--- src/rtl/odt_zq_pkg.sv ---
// Package for the termination-mode and calibration logic.
// Shared by the memory-side end and the controller-side end.
package odt_zq_pkg;

  // Command codes on the shared command bus.
  localparam logic [2:0] CMD_NOP = 3'h0;
  localparam logic [2:0] CMD_ZQCL = 3'h1;
  localparam logic [2:0] CMD_ZQCS = 3'h2;
  localparam logic [2:0] CMD_REF = 3'h3;
  localparam logic [2:0] CMD_PREA = 3'h4;
  localparam logic [2:0] CMD_SRX = 3'h5;
  localparam logic [2:0] CMD_OTHER = 3'h6;

  // Latency settings in memory clocks.
  localparam int CWL = 5;
  localparam int AL = 0;
  localparam int WL = CWL + AL;
  localparam int ODTL_CK = CWL + AL - 2;
  localparam int ANPD_CK = WL - 1;

  // Times in nanoseconds and the clock period.
  localparam int CLK_NS = 10;
  localparam int AONPD_MIN_NS = 2;
  localparam int AONPD_MAX_NS = 9;
  localparam int CPDED_NS = 10;
  localparam int RFC_NS = 110;
  localparam int XPDLL_NS = 24;
  localparam int RP_NS = 14;
  localparam int XS_NS = 120;
  localparam int ZQINIT_NS = 5120;
  localparam int ZQOPER_NS = 2560;
  localparam int ZQCS_NS = 640;

  // Least times round up, none below one cycle.
  function automatic int ceil_ck(input int ns);
    int c;
    c = (ns + CLK_NS - 1) / CLK_NS;
    return (c < 1) ? 1 : c;
  endfunction

  localparam int AONPD_MIN_CK = ceil_ck(AONPD_MIN_NS);
  localparam int AONPD_MAX_CK = (AONPD_MAX_NS / CLK_NS < 1) ? 1 :
                                AONPD_MAX_NS / CLK_NS;
  localparam int CPDED_CK = ceil_ck(CPDED_NS);
  localparam int RFC_CK = ceil_ck(RFC_NS);
  localparam int XPDLL_CK = ceil_ck(XPDLL_NS);
  localparam int RP_CK = ceil_ck(RP_NS);
  localparam int XS_CK = ceil_ck(XS_NS);
  localparam int ZQINIT_CK = ceil_ck(ZQINIT_NS);
  localparam int ZQOPER_CK = ceil_ck(ZQOPER_NS);
  localparam int ZQCS_CK = ceil_ck(ZQCS_NS);

  localparam int CW = 12;
  localparam logic [CW-1:0] CNT_ZERO = 12'h000;
  localparam logic [CW-1:0] CNT_ONE = 12'h001;
  localparam logic [7:0] HIST_ZERO = 8'h00;

  // Calibration engine states.
  typedef enum logic [2:0] {
    CAL_IDLE = 3'b001,
    CAL_RUN = 3'b010,
    CAL_LOAD = 3'b100
  } cal_state_t;

endpackage

--- src/rtl/odt_zq_if.sv ---
// Interface joining the controller end and the memory end.
// Assumes both ends share sys_clk; DQ drive is modelled by enables only.
`timescale 1ns/10ps
`default_nettype none
interface odt_zq_if;
  logic cke;
  logic odt;
  logic [2:0] cmd;
  logic dll_frozen_pd;
  logic dq_oe_ctl;
  logic dq_oe_mem;
  modport ctl (output cke, output odt, output cmd, output dll_frozen_pd,
    output dq_oe_ctl, input dq_oe_mem);
  modport mem (input cke, input odt, input cmd, input dll_frozen_pd,
    input dq_oe_ctl, output dq_oe_mem);
endinterface
`default_nettype wire

--- src/rtl/odt_zq_mem.sv ---
// Memory-side end: termination timing mode and ZQ calibration engine.
// Assumes the controller keeps its calibration and power-down duties.
//
// Overview of operation
// [RULE1] Asynchronous timing when DLL frozen in power-down.
// [RULE2] Asynchronous mode skips additive latency delay.
// [RULE3] Async turn-on within tAONPD min/max.
// [RULE4] Async turn-off within tAOFPD min/max.
// [RULE5] Entry transition allows either termination behaviour.
// [RULE6] Entry period: WL-1 before to tCPDED. The code opens the window at the registered CKE edge instead.
// [RULE7] Pending refresh extends entry period to tRFC.
// [RULE8] Start cycle excluded, end cycles included.
// [RULE9] Transition change uses widest min/max window.
// [RULE10] Exit period: WL-1 before to tXPDLL. The code opens the window at the registered CKE edge instead.
// [RULE11] Short power-down merges entry and exit.
// [RULE12] Short idle merges exit and entry.
// [RULE13] ZQCL calibrates, then loads values into I/O.
// [RULE14] First ZQCL tZQinit, later ones tZQoper.
// [RULE15] ZQCS finishes within tZQCS.
// [RULE16] Controller keeps channel quiet during calibration.
// [RULE17] Calibration current path off when done.
// [RULE18] Banks precharged and tRP met before calibration. Code sends no precharge; tRP runs from the last calibration.
// [RULE19] No self-refresh recalibration; command after tXS.
// [RULE20] Shared resistor: rank windows never overlap.
// [RULE21] CKE held high during calibration.
// [RULE22] Termination off, DQ bus high impedance.
// [RULE23] Synchronous latency is CWL plus AL minus 2.
// [RULE24] Controller treats termination undefined in transitions.
`timescale 1ns/10ps
`default_nettype none
module odt_zq_mem
  import odt_zq_pkg::*;
(
  // Clock and reset.
  input wire logic sys_clk,
  input wire logic rst,
  // Link to the controller.
  odt_zq_if.mem link,
  // User side status.
  output logic rtt_on,
  output logic odt_async,
  output logic odt_transition,
  output logic zq_current_on,
  output logic cal_busy,
  output logic cal_loaded,
  output logic [7:0] cal_code
);
  typedef struct packed {
    cal_state_t st;
    logic [CW-1:0] cal_cnt;
    logic first_done;
    logic zq_on;
    logic loaded;
    logic [7:0] code;
    logic cke_q;
    logic pd;
    logic [CW-1:0] ent_cnt;
    logic [CW-1:0] ext_cnt;
    logic [CW-1:0] ref_cnt;
    logic [CW-1:0] rtt_cnt;
    logic rtt;
  } mem_t;
  mem_t r;
  mem_t next_r;

  logic sync_odt;

  // ----------------------------------------
  // Synchronous termination path.
  // ----------------------------------------
  // Synchronous path: ODT delayed by the full turn-on latency.
  odt_delay_line u_sync (
    .sys_clk(sys_clk),
    .rst(rst),
    .din(link.odt),
    .sel(3'(ODTL_CK - 1)), // RULE23
    .dout(sync_odt)
  );

  // Saturating down-count helper.
  // Counters stop at zero, so an idle counter never wraps.
  function automatic logic [CW-1:0] dec(input logic [CW-1:0] v);
    return (v == CNT_ZERO) ? CNT_ZERO : v - CNT_ONE;
  endfunction

  logic async_mode;
  logic trans;
  logic want;

  // ----------------------------------------
  // Timing mode and transition windows.
  // ----------------------------------------
  // Mode selection and transition windows.
  always_comb begin
    // Frozen DLL in power-down selects asynchronous timing.
    async_mode = link.dll_frozen_pd && r.pd; // RULE1
    // A window is open while its counter runs. Both count from the
    // registered CKE edge: the WL-1 lead before that edge cannot be
    // foreseen here, so a user must treat that lead as uncertain too.
    trans = link.dll_frozen_pd && ((r.ent_cnt != CNT_ZERO) ||
            (r.ext_cnt != CNT_ZERO)); // RULE5 RULE11 RULE12
    // Asynchronous: raw ODT, no additive latency; else delayed copy.
    want = async_mode ? link.odt : sync_odt; // RULE2
  end

  // ----------------------------------------
  // Next state.
  // ----------------------------------------
  // Next-state logic.
  // Windows count down every cycle; termination and calibration advance only once started.
  always_comb begin
    next_r = r;
    next_r.cke_q = link.cke;
    next_r.ent_cnt = dec(r.ent_cnt);
    next_r.ext_cnt = dec(r.ext_cnt);
    next_r.ref_cnt = dec(r.ref_cnt);
    // Refresh occupies tRFC from its command.
    if (link.cmd == CMD_REF) begin
      next_r.ref_cnt = CW'(RFC_CK);
    end
    // CKE first registered low: entry window runs to the later of
    // tCPDED and a pending refresh end, end cycle included.
    if (r.cke_q && !link.cke) begin
      next_r.pd = 1'b1;
      next_r.ent_cnt = (r.ref_cnt > CW'(CPDED_CK)) ? r.ref_cnt :
                       CW'(CPDED_CK); // RULE6 RULE7 RULE8
    end
    // CKE first registered high: exit window runs tXPDLL.
    if (!r.cke_q && link.cke) begin
      next_r.pd = 1'b0;
      next_r.ext_cnt = CW'(XPDLL_CK); // RULE10
    end
    // Termination follows wanted state after a delay; in async mode and in
    // transition the counter starts at AONPD_MIN_CK, otherwise at one.
    if (want != r.rtt) begin
      if (r.rtt_cnt == CNT_ZERO) begin
        next_r.rtt_cnt = (async_mode || trans) ? CW'(AONPD_MIN_CK) :
                         CNT_ONE; // RULE3 RULE4 RULE9
      end else if (r.rtt_cnt == CNT_ONE) begin
        next_r.rtt = want;
        next_r.rtt_cnt = CNT_ZERO;
      end else begin
        next_r.rtt_cnt = dec(r.rtt_cnt);
      end
    end else begin
      next_r.rtt_cnt = CNT_ZERO;
    end
    // Calibration engine; only an explicit command starts it.
    unique case (r.st)
      CAL_IDLE: begin
        if (link.cmd == CMD_ZQCL) begin // RULE19
          next_r.st = CAL_RUN;
          next_r.zq_on = 1'b1;
          next_r.loaded = 1'b0;
          next_r.cal_cnt = r.first_done ? CW'(ZQOPER_CK - 1) :
                           CW'(ZQINIT_CK - 1); // RULE14
          next_r.first_done = 1'b1;
        end else if (link.cmd == CMD_ZQCS) begin
          next_r.st = CAL_RUN;
          next_r.zq_on = 1'b1;
          next_r.loaded = 1'b0;
          next_r.cal_cnt = CW'(ZQCS_CK - 1); // RULE15
        end
      end
      CAL_RUN: begin
        next_r.cal_cnt = dec(r.cal_cnt);
        if (r.cal_cnt == CNT_ONE) begin
          next_r.st = CAL_LOAD;
        end
      end
      CAL_LOAD: begin
        // Transfer the new code to the I/O and drop the ZQ current.
        next_r.code = r.code + 8'h01; // RULE13
        next_r.loaded = 1'b1;
        next_r.zq_on = 1'b0; // RULE17
        next_r.st = CAL_IDLE;
      end
      default: next_r.st = CAL_IDLE;
    endcase
  end

  // ----------------------------------------
  // State register.
  // ----------------------------------------
  // Reset loads idle values; every other edge takes the next state.
  always_ff @(posedge sys_clk or posedge rst) begin
    if (rst) begin
      r <= '{st: CAL_IDLE, cal_cnt: CNT_ZERO, first_done: 1'b0,
             zq_on: 1'b0, loaded: 1'b0, code: 8'h00, cke_q: 1'b0,
             pd: 1'b0, ent_cnt: CNT_ZERO, ext_cnt: CNT_ZERO,
             ref_cnt: CNT_ZERO, rtt_cnt: CNT_ZERO,
             rtt: 1'b0};
    end else begin
      r <= next_r;
    end
  end

  // ----------------------------------------
  // Outputs.
  // ----------------------------------------
  // Outputs; the memory never drives DQ in this block.
  assign link.dq_oe_mem = 1'b0;
  assign rtt_on = r.rtt;
  assign odt_async = async_mode;
  assign odt_transition = trans;
  assign zq_current_on = r.zq_on;
  assign cal_busy = (r.st != CAL_IDLE);
  assign cal_loaded = r.loaded;
  assign cal_code = r.code;
endmodule
`default_nettype wire

--- src/rtl/odt_delay_line.sv ---
// Shift line that delays the ODT input by a chosen number of clocks.
// Assumes a delay no larger than the line length.
`timescale 1ns/10ps
`default_nettype none
module odt_delay_line
  import odt_zq_pkg::*;
(
  // Clock and reset.
  input wire logic sys_clk,
  input wire logic rst,
  // Data.
  input wire logic din,
  input wire logic [2:0] sel,
  output logic dout
);
  typedef struct packed {
    logic [7:0] hist;
  } dl_t;
  dl_t r;
  dl_t next_r;

  // Shift the history each cycle.
  always_comb begin
    next_r = r;
    next_r.hist = {r.hist[6:0], din};
  end

  always_ff @(posedge sys_clk or posedge rst) begin
    if (rst) begin
      r <= '{hist: HIST_ZERO};
    end else begin
      r <= next_r;
    end
  end

  // Tap zero is the newest sampled value.
  assign dout = r.hist[sel];
endmodule
`default_nettype wire

--- src/flat_wrapper.sv ---
// flat-port wrapper written by rule: the top's interface ports become plain ports
module odt_zq_mem_flat import odt_zq_pkg::*;
  (sys_clk, rst, rtt_on, odt_async, odt_transition, zq_current_on, cal_busy, cal_loaded, cal_code, link_cke, link_odt, link_cmd, link_dll_frozen_pd, link_dq_oe_ctl, link_dq_oe_mem);
  odt_zq_if link_i ();
  input wire logic sys_clk;
  input wire logic rst;
  output logic rtt_on;
  output logic odt_async;
  output logic odt_transition;
  output logic zq_current_on;
  output logic cal_busy;
  output logic cal_loaded;
  output logic [7:0] cal_code;
  input wire logic [$bits(link_i.cke)-1:0] link_cke;
  input wire logic [$bits(link_i.odt)-1:0] link_odt;
  input wire logic [$bits(link_i.cmd)-1:0] link_cmd;
  input wire logic [$bits(link_i.dll_frozen_pd)-1:0] link_dll_frozen_pd;
  input wire logic [$bits(link_i.dq_oe_ctl)-1:0] link_dq_oe_ctl;
  output wire logic [$bits(link_i.dq_oe_mem)-1:0] link_dq_oe_mem;
  assign link_i.cke = link_cke;
  assign link_i.odt = link_odt;
  assign link_i.cmd = link_cmd;
  assign link_i.dll_frozen_pd = link_dll_frozen_pd;
  assign link_i.dq_oe_ctl = link_dq_oe_ctl;
  assign link_dq_oe_mem = link_i.dq_oe_mem;
  odt_zq_mem u_core (.sys_clk(sys_clk), .rst(rst), .link(link_i), .rtt_on(rtt_on), .odt_async(odt_async), .odt_transition(odt_transition), .zq_current_on(zq_current_on), .cal_busy(cal_busy), .cal_loaded(cal_loaded), .cal_code(cal_code));
endmodule
--- config.mk ---
export PLATFORM = sky130hd
export DESIGN_NAME = odt_zq_mem_flat
export DESIGN_NICKNAME = d
export VERILOG_FILES = /design/src/rtl/odt_zq_pkg.sv /design/src/rtl/odt_zq_if.sv /design/src/rtl/odt_zq_mem.sv /design/src/rtl/odt_delay_line.sv /design/src/flat_wrapper.sv
export SDC_FILE = /design/constraint.sdc
export NUM_CORES = 1
export LEC_CHECK = 0
export BUFFER_PORTS_ARGS = -buffer_cell sky130_fd_sc_hd__buf_4
export CAP_MARGIN = 10
export CORE_ASPECT_RATIO = 1.2
export CORE_MARGIN = 2
export CORE_UTILIZATION = 55
export CTS_BUF_LIST = sky130_fd_sc_hd__clkbuf_16
export DETAILED_ROUTE_END_ITERATION = 7
export PLACE_DENSITY = 0.75
export SYNTH_ARGS = -nofsm -noshare
export SYNTH_HDL_FRONTEND = slang
export SYNTH_SLANG_ARGS = --single-unit
--- constraint.sdc ---
create_clock -name sys_clk -period 2.4 [get_ports sys_clk]
set_input_delay 0.12 -clock sys_clk [delete_from_list [all_inputs] [get_ports sys_clk]]
set_output_delay 0.12 -clock sys_clk [all_outputs]
set_load 0.05 [all_outputs]
==> results of run 1 <==
## per-stage QoR
stage | cells | power [mW]
finish | 546 | 5.31
global route | 546 | 5.69
CTS | 546 | 5.35
detailed placement | 527 | 3.88
global placement | 527 | 3.79
floorplan | 424 | 3.45
## cell type report
cell class / instances / area [sq um]
Inverter: 22 / 83.8
Sequential cell: 80 / 2000
Clock inverter: 7 / 87.6
Fill cell: 589 / 2520
Multi-Input combinational cell: 305 / 2020
Clock buffer: 9 / 225
Timing Repair Buffer: 33 / 268
Tap cell: 90 / 113
## per-layer routing
| layer | GRT usage [%] | vias up | wire length [um] |
|---|---|---|---|
| li1 | - | 1518 | - |
| met2 | 34.9 | 29 | 3990 |
| met1 | 25.3 | 1494 | 3570 |
| met5 | 0 | - | 0 |
| met4 | 8.06 | 0 | 121 |
| met3 | 3.65 | 13 | 181 |
## repair_timing
action,4_1_cts,5_1_grt
hold buffers,3,0
hold endpoints to repair,81,0
endpoints found under the setup margin,0,1
resized for setup,0,1
setup buffers,0,0
## kinds of logic after synthesis
logic type / count (synthesis) / synth area share, %
compound gates: 57 / 9.14
buf+inv: 39 / 4.50
simple gates: 178 / 22.4
xor+xnor: 45 / 9.38
flops: 80 / 47.7
other cells: 1 / 0.0893
fa+ha+maj: 16 / 4.76
mux: 8 / 2.02
## worst reg2reg max path: stages (launching register included)
cell and delay, ns:
dfrtp_1 0.42, or4_4 0.60, nor4_4 0.34, or2_1 0.36, nor2_1 0.12
## where the power goes
part / internal [mW] / switching [mW] / total [mW] / leakage (nW)
clock network: 0.901 / 0.515 / 1.42 / 0.150
registers: 1.71 / 0.406 / 2.12 / 1.01
logic: 0.789 / 0.994 / 1.78 / 1.02
## flip-flops by register name, indices dropped and copies added (netlist names)
register / cells
u_core.cal_loaded: 1
u_core.rtt_on: 1
u_core.zq_current_on: 1
u_core.cal_code: 8
u_core.r: 66
u_core.u_sync.r: 3
## worst max path at each step
stage / start / end / cells after the start
global placement: u_core.r[29] / u_core.r[28] / 4
global route: u_core.r[29] / odt_transition / 5
CTS: u_core.r[29] / odt_transition / 5
floorplan: rst / u_core.cal_code[0] / 1
finish: u_core.r[29] / odt_transition / 5
detailed placement: u_core.r[29] / u_core.r[30] / 4
## cells in the mapped netlist (4+ instances only)
| cell | number | area (sq um) |
|---|---|---|
| a21oi_1 | 7 | 35.0 |
| a31oi_1 | 4 | 25.0 |
| and3_1 | 4 | 25.0 |
| buf_4 | 9 | 67.6 |
| clkbuf_1 | 6 | 22.5 |
| dfrtp_1 | 79 | 1980 |
| ha_1 | 16 | 200 |
| inv_1 | 21 | 78.8 |
| mux2_2 | 4 | 45.0 |
| mux2i_1 | 4 | 40.0 |
| nand2_1 | 32 | 120 |
| nand3_1 | 14 | 70.1 |
| nand3b_1 | 6 | 45.0 |
| nand4_1 | 9 | 56.3 |
| nor2_1 | 58 | 218 |
| nor3_1 | 12 | 60.1 |
| nor3b_1 | 4 | 30.0 |
| nor4_1 | 10 | 62.6 |
| o21ai_0 | 21 | 105 |
| xnor2_1 | 21 | 184 |
| xor2_1 | 24 | 210 |
==> results.txt, run 1 <==
The wire length after detailed routing came out at 7860 um. The worst vdd rail ir drop came out at 669 uV. The number of cells on the worst reg-to-reg path is 4. The starting DRC count in detailed routing is 117. For the pin with the worst max-slew slack, the measured transition is 0.764 ns. The flow ran to the end, and the final reports show no timing, DRC or antenna violations.

The worst setup path is launched from a register. The worst path arrival time came out at 2.12 ns. The full die area is 8360 sq um. Cells fill 65.5% of the core in the end.

The post-synthesis sequential element count came out at 80. At the worst endpoint, the required time is 2.28 ns. The routed via count divided by cell count is 5.59. The share of synthesized area occupied by flip-flops and latches came out at 47.7%.

The clock latency on the worst-skew pair came out at 0.33 ns. The endpoint of the lowest-slack register-to-register path is u_core.r[30]. The dominant delay contributor by cell family on the critical path is simple AND/OR/NAND/NOR gates. STA classifies the critical path endpoint as an output pin.

The repair_antennas step left the layout with diodes totalling 0. The reported max-cap violation count came out at 0. The number of clock sinks came out at 80. For the final routed database, the setup TNS stands at 0 ns. The worst hold slack after final layout came out at 0.117 ns. The post-placement setup slack came out at 0.466 ns.

The floorplan has 34 rows. The share of final-layout standard cells stronger than drive strength 1 came out at 14.5%. The largest single stage delay on the critical path is 0.60 ns. The H-tree was split into 3 levels. The largest fanout of any net on the critical path is 4. The slowest stage of the critical path belongs to the cell or4_4. The share of flip-flops with an asynchronous set or reset after synthesis is 100%.

The first-pass GRT wire length is 14000 um. The standard cell area after detailed placement is 4450 sq um. The cell area after synthesis is 4200 sq um. Synthesis instantiated 59 different standard cells from the library. The cell count after synthesis came out at 424. The worst min-delay path startpoint is link_cmd[0]. In this run the count of I/O pins placed on the die edge is 24.

The prevailing post-synth register cell is dfrtp_1. The final-report setup violation count came out at 0. The total global routing track utilization came out at 20.2%. The worst register-to-register path begins at u_core.r[29].

The signal on the critical path passes through or4_4 > nor4_4 > inv_1 > o21a_1 > buf_4. In this run the worst hold path is classified as input port to register. The die width came out at 83.8 um. The placed wire-length estimate after detailed placement is 5220 um. At the end of routability-driven placement, the weighted congestion stood at 0.784. The final number of max-transition violations is 0. The quantity of I/O buffers inserted on ports came out at 21. The initial core utilization came out at 57.4%. Between clock sinks in the finished design, the worst skew comes to 0.00676 ns. TritonCTS built the clock tree.

The count of antenna-violating nets left after detailed routing came out at 0. The initial antenna violation count was 0. Counting flops with a built-in enable in the synthesized netlist gives 0.

Setup repair after global routing left no endpoint under its margin. The finished cells cover 4800 sq um. The library cell used most frequently in the layout, excluding fill and tap cells, is dfrtp_1. The buffers plus inverters on the worst setup path came out at 2. The count of yosys warnings during synthesis is 0. The total CTS buffers came out at 9. The DRC violations left came out at 0. In the final routed layout, each cell accounts on average for 14.4 um. The number of stages on the worst hold path is 3. Synthesis produced a netlist with a net count of 449. In this run the vertical extent of the chip is 99.7 um.

The power density normalized to cell area came out at 1110 nW/um^2. The maximum buffer depth of the clock tree came out at 2. The clock tree root buffer cell is clkbuf_16. The worst-case register-to-register setup slack came out at 0.44 ns. The area of the core region is 7320 sq um. The worst slew margin relative to its limit is 48.6%.

The leftover overflow at the end of global routing came out at 0. The pin count of the biggest net entering global routing came out at 81. The number of global-route vias before repair is 3144. The area added between synthesis and finish came out at 14.1%. The post-route worst setup slack is 0.162 ns. The net count of the finished layout is 476. The worst setup path is of the register to output pin kind. The clock-pin slew on the worst setup and hold paths came out at 0.06 ns. Summing over every cut layer, the via total after detailed routing is 3054. The share of the cycle needed by the critical path after routing is 93.2%. Summed over all cells, the static leakage comes to 2.18 nW. The number of hold violations in the final report is 0. The highest clock frequency the design can meet is 0.447 GHz. The sink of the worst hold path is u_core.r[68]. The number of search-and-repair iterations in the first detailed-routing pass came out at 4. Leaving out fill and tap cells, the most frequent cells in the layout are 79 x dfrtp_1, 58 x nor2_1, 32 x nand2_1, 29 x buf_4, 24 x xor2_1. Each instance of the synthesized netlist takes up on average 9.91 sq um. The final critical-path required period is 2.24 ns.
(Power assumes the default switching activity.)
==> run 2, diff against run 1 <==
--- a/config.mk
+++ b/config.mk
@@ -12,7 +12,7 @@
 export CORE_UTILIZATION = 55
 export CTS_BUF_LIST = sky130_fd_sc_hd__clkbuf_16
 export DETAILED_ROUTE_END_ITERATION = 7
-export PLACE_DENSITY = 0.75
+export PLACE_DENSITY = 0.73
 export SYNTH_ARGS = -nofsm -noshare
 export SYNTH_HDL_FRONTEND = slang
 export SYNTH_SLANG_ARGS = --single-unit
==> run 2 against run 1 <==
Effect of this change: clock power about the same; sequential share of layout area grew 0.076 points; largest power group unchanged; combinational power barely moved; largest cell class unchanged; critical endpoint unchanged; critical path type unchanged; clock-buffer cell count did not move.
==> results.txt, run 2 (synthesized netlist as in run 1, its figures left out) <==
The initial antenna violation count is 0. VDD sags by at most 594 uV. The floorplan has 34 rows. The worst setup path is of the register to output pin kind. The final number of max-transition violations is 0. The commonest non-fill, non-tap cell in the layout is dfrtp_1. The clock-pin slew on the worst setup and hold paths came out at 0.06 ns.

The placed wire-length estimate after detailed placement is 5470 um. Setup repair after global routing left no endpoint under its margin. In this run the static leakage power is 2.18 nW. Cell internal power was estimated by the tool at 3.39 mW. The leftover overflow at the end of global routing came out at 0.

The die covers 8360 sq um. The number of placed I/O pins is 24. The type of the most critical hold path is input port to register. The number of global-route vias before repair came to 3108. The final-report setup violation count came out at 0.

The average wire length per cell after detail routing is 14.4 um. Combinational cells account for 33.8% of the total power. The run finished with clean final reports. The wire length after detailed routing came out at 7880 um. Data on the critical path arrives at its endpoint at 2.10 ns. The pin count of the biggest net entering global routing came out at 46. The post-route worst setup slack came out at 0.184 ns.

The maximum buffer depth of the clock tree came out at 2. In the finished design, the share of the clock period the worst path needs comes to 92.3%. Compared with the post-synthesis result, the final layout area differs by 13.9%. Dividing total power by cell area gives a power density of 1100 nW/um^2. The final layout net count is 478.

The DRC violations left is 0. The first routing iteration left 123 violations. The post-placement setup slack came out at 0.440 ns. For the worst setup path, the data required time is 2.28 ns. The final standard cell utilization of the core is 65.4%. More flip-flops sit in one register than any other, and that register is u_core.r. The level count of the clock H-tree came out at 3.

The number of search-and-repair iterations in the first detailed-routing pass came out at 4. The first-pass GRT wire length came out at 14100 um. The switching part of the total power came out at 35.7%. The sort of element at the end of the critical path is an output pin. The die boundary height is 99.7 um.

The placer congestion estimate came out at 0.791. The clock drives 80 sinks. The quantity of I/O buffers inserted on ports came out at 21.

The post-route netlist has 14.4% of its cells at a drive strength greater than 1. For this run, the total global-route usage over all layers was measured as 20.6%. The library cells used most frequently in the layout, excluding fill and tap cells, are 79 x dfrtp_1, 58 x nor2_1, 32 x nand2_1, 32 x buf_4, 24 x xor2_1. The post-route setup TNS is 0 ns. The largest fanout of any net on the critical path is 4. Once detail routing completed, the nets flagged for antenna violations numbered 0. The CTS tree is done. The final worst clock skew is 0.00555 ns. The area of the core region came out at 7320 sq um. The number of hold violations in the final report is 0. Derived from the worst setup path, the maximum achievable clock frequency is 0.451 GHz. The worst path needs 2.22 ns of the cycle, external delays included. The root buffer cell chosen for the clock tree is clkbuf_16. Of the total power, the clock network draws 26.3%. Once the floorplan was initialized, standard cells occupied 57.4% of the core. Buffers inserted during clock tree synthesis total 9. The number of flip-flops in the largest register came out at 66.

The routed via count divided by cell count came out at 5.66. The slew at the pin closest to its max-slew limit is 0.764 ns. The worst slew margin relative to its limit came out at 48.6%. The reported max-cap violation count is 0.

The sequential group share of total power came out at 40.0%. The die width came out at 83.8 um. The final route contains 3097 vias. The count of inserted antenna diode cells came out at 0. For this design the total switching power over the nets is 1.89 mW. The worst setup path is launched from a register. The clock latency on the worst-skew pair came out at 0.33 ns. Buffers added to address setup during post-CTS repair amount to 0.
==> run 2: cell types whose count changed in the layout (fill, tap and decap cells not counted) <==
cell | previous run | this run
clkinvlp_4 | 2 | 0
buf_4 | 29 | 32
buf_12 | 1 | 0
clkinv_1 | 1 | 2
==> run 2: final timing paths <==
kind,start,to,slack (ns),cells past startpoint
hold / removal,link_cmd[0],u_core.r[68],0.11,3
hold reg to reg,u_core.u_sync.r[0],u_core.u_sync.r[1],0.36,0
setup reg to reg,u_core.r[29],u_core.r[31],0.48,4
setup / recovery,u_core.r[29],odt_transition,0.18,5
min in group asynchronous,rst,u_core.r[70],0.48,3
max in group asynchronous,rst,u_core.u_sync.r[0],1.23,4
==> run 2: worst max-delay path: stages (launching register included) <==
cell and delay, ns:
dfrtp_1 0.41, or4_4 0.59, nor4_4 0.34, inv_1 0.08, o21a_1 0.17, buf_4 0.18
==> run 2: what timing repair did <==
| item | CTS | global route |
|---|---|---|
| setup endpoints to repair | 0 | 1 |
| resized for setup | 0 | 1 |
| endpoints found under the hold margin | 43 | 0 |
| hold buffers | 3 | 0 |
==> run 2: power groups by stage <==
stage	registers, mW	logic (mW)	clock network (mW)
after floorplan	2.05	1.40	0
after global placement	2.09	1.70	0
after detailed placement	2.12	1.76	0
after CTS	2.10	1.79	1.42
after global routing	2.17	2.02	1.47
final	2.11	1.78	1.39
==> run 2: through the flow <==
stage / std cells / area (sq um) / total power, mW / hold slack, ns
after floorplan: 424 / 4200 / 3.45 / 0.151
after global placement: 529 / 4450 / 3.79 / 0.244
after detailed placement: 529 / 4450 / 3.88 / 0.241
after CTS: 547 / 4780 / 5.31 / 0.101
after global routing: 547 / 4790 / 5.66 / 0.128
final: 547 / 4790 / 5.28 / 0.107
==> run 2: routing by layer <==
metal	track usage [%]	vias up	part of all wire [%]
met1	26.5	1511	45
met5	0	-	0
met2	35.1	53	50
met4	7.82	0	2.0
met3	3.32	13	2.9
li1	-	1520	-
==> run 2: final cells by class <==
class                      count  area [sq um]
clock buffer                   9           225
clock inverter                 6          76.3
inverter                      22          83.8
sequential                    80          2000
tap                           90           113
multi-input combinational    305          2020
timing repair buffer          35           270
fill                         584          2530
==> run 3, diff against run 2 <==
==> constraint.sdc (replaced) <==
create_clock -name sys_clk -period 2.1 [get_ports sys_clk]
set_input_delay 0.105 -clock sys_clk [delete_from_list [all_inputs] [get_ports sys_clk]]
set_output_delay 0.105 -clock sys_clk [all_outputs]
set_load 0.05 [all_outputs]
==> run 3 against run 2 <==
Effect of this change: first-iteration DRC count fell by 50%; register-to-register slack got worse by 0.35 ns; final cell count up 0.91%.
==> results.txt, run 3 (synthesized netlist as in run 1, its figures left out) <==
The worst path needs 2.07 ns of the cycle, external delays included. 0 antenna diodes ended up in the layout. The floorplan step set the die height to 99.7 um. The worst stage delay on the critical path is 0.56 ns. The pin count of the biggest net entering global routing is 37. After clock tree synthesis, the clock-pin slew on the worst setup and hold paths is 0.06 ns. The leakage power figure came out at 2.20 nW. The final non-filler cell area is 4830 sq um.

The initial antenna violation count is 0. The average wire length per cell after detail routing came out at 14.0 um. The total number of placement rows came out at 34. The setup path with the least slack is of type register to output pin. STA classifies the critical path endpoint as an output pin. The number of global-route vias before repair was 3123. The power density normalized to cell area came out at 1250 nW/um^2. The library cells used most frequently in the layout, excluding fill and tap cells, are 78 x dfrtp_1, 58 x nor2_1, 34 x buf_4, 32 x nand2_1, 24 x xor2_1. The run finished with clean final reports.

The level count of the clock H-tree is 3. At the worst endpoint, the required time is 2.00 ns. The floorplan step defined a die boundary enclosing 8360 sq um. The DRC violations left is 0.

The area added between synthesis and finish is 15.1%. The clock latency on the worst-skew pair is 0.33 ns. Setup repair after global routing could not meet its margin everywhere. The signal on the critical path passes through or4_4 > nor4_4 > inv_1 > o21a_1 > buf_6. The placer congestion estimate came out at 0.786. Once placement finished, the instance area stood at 4460 sq um.

The area of the core region came out at 7320 sq um. The type of the most critical hold path is input port to register. STA classifies the critical path startpoint as a register. The number of search-and-repair iterations in the first detailed-routing pass is 4. TritonCTS built the clock tree. The largest individual stage delay along the critical path comes from the cell or4_4. The total CTS buffers came out at 9. The number of flip-flops in the largest register came out at 66. The starting DRC count in detailed routing came out at 62. Across all setup checks in the final design, the least slack found is 0.0286 ns. The layout has 593 filler cells. The power after layout came out at 6.05 mW. In this run the count of I/O pins placed on the die edge is 24. The initial core utilization is 57.4%. The number of hold violations in the final report is 0. The share of final-layout standard cells stronger than drive strength 1 came out at 16.0%. Global routing used 20.3% of the available tracks across all layers.

The maximum buffer depth of the clock tree came out at 2. The leftover overflow at the end of global routing is 0. After the last flow step, the layout net total stands at 482. The share of the cycle needed by the critical path after routing came out at 98.6%. The final-report setup violation count is 0.

Hold is met by 0.0949 ns. The largest fanout of any net on the critical path is 2. Across the run, the number of max-cap violations was 0. The routed via count divided by cell count is 5.56. The die width is 83.8 um.

At the pin with the least slew margin, the transition time is 0.498 ns. The routed layout has 3070 vias. The count of antenna-violating nets left after detailed routing came out at 0.

The post-placement setup slack came out at 0.168 ns. Leaving out fill and tap cells, the most frequent cell in the layout is dfrtp_1. The clock net in this run drives a total of 80 sinks. The kind of cell with the highest combined delay along the critical path is simple AND/OR/NAND/NOR gates.

The highest clock frequency the design can meet is 0.483 GHz. For the worst setup path, the data arrival time is 1.97 ns. The root buffer cell chosen for the clock tree is clkbuf_16. Wires add up to 7730 um. IR analysis of the VDD net gives a maximum drop of 753 uV.

The worst slew margin relative to its limit came out at 66.7%. The placed wire-length estimate after detailed placement is 5310 um. The final worst clock skew is 0.00465 ns.

u_core.r holds more flip-flops than any other register. The buffers plus inverters on the worst setup path came out at 2. The final number of max-transition violations came to 0. The quantity of I/O buffers inserted on ports came out at 21.

The first-pass GRT wire length is 13900 um.
-- run 3: cell count changes in the layout (fill, tap and decap cells not counted), sizes merged --
cell / change
clkinvlp: +4
buf: +4
bufinv: -1
clkinv: -2
-- run 3: cell type report --
type	instances	area [sq um]	share of cell area, %
Clock inverter	7	73.8	1.53
Clock buffer	9	225	4.66
Multi-Input combinational cell	305	2020	41.7
Timing Repair Buffer	39	317	6.55
Tap cell	90	113	2.33
Sequential cell	80	2000	41.5
Inverter	22	86.3	1.79
-- run 3: what timing repair did --
item | CTS | global route
hold buffers | 3 | 0
resized for setup | 3 | 0
setup buffers | 4 | 0
pin swaps | 2 | 1
hold endpoints to repair | 15 | 0
gates cloned | 0 | 0
endpoints found under the setup margin | 1 | 1
-- run 3: worst register-to-register path, cell delays in order (launching register included) --
cell     delay [ns]
dfrtp_1        0.39
or4_4          0.56
nor4_4         0.29
buf_4          0.16
or2_1          0.33
nor2_1         0.11
-- run 3: per-layer routing --
layer | wire, um | vias to the layer above | track usage, %
li1 | - | 1533 | -
met1 | 3540 | 1494 | 25.6
met2 | 3890 | 32 | 35.3
met3 | 163 | 11 | 3.07
met4 | 135 | 0 | 8.19
met5 | 0 | - | 0
-- run 3: power by group --
group	total, mW	internal [mW]	switching (mW)
clock	1.54	0.919	0.623
combinational	2.11	0.958	1.15
sequential	2.40	1.95	0.444
total	6.05	3.83	2.22
-- run 3: path summary, 6_finish.rpt --
check | start | endpoint | slack, ns | cells past startpoint
setup / recovery | u_core.r[34] | odt_transition | 0.03 | 5
hold / removal | link_cmd[0] | u_core.r[68] | 0.09 | 3
setup reg to reg | u_core.r[34] | u_core.r[36] | 0.13 | 5
hold reg to reg | u_core.u_sync.r[1] | u_core.u_sync.r[2] | 0.35 | 0
max in group asynchronous | rst | u_core.r[74] | 1.07 | 4
min in group asynchronous | rst | u_core.cal_code[1] | 0.32 | 3
-- run 3: stage by stage --
stage                     setup TNS (ns)  utilization, %  cells
final                                  0            66.1    552
after global routing             -0.0552            66.1    552
after CTS                              0            66.1    552
after detailed placement               0            61.0    529
after global placement                 0            61.0    529
after floorplan                        0               -    424
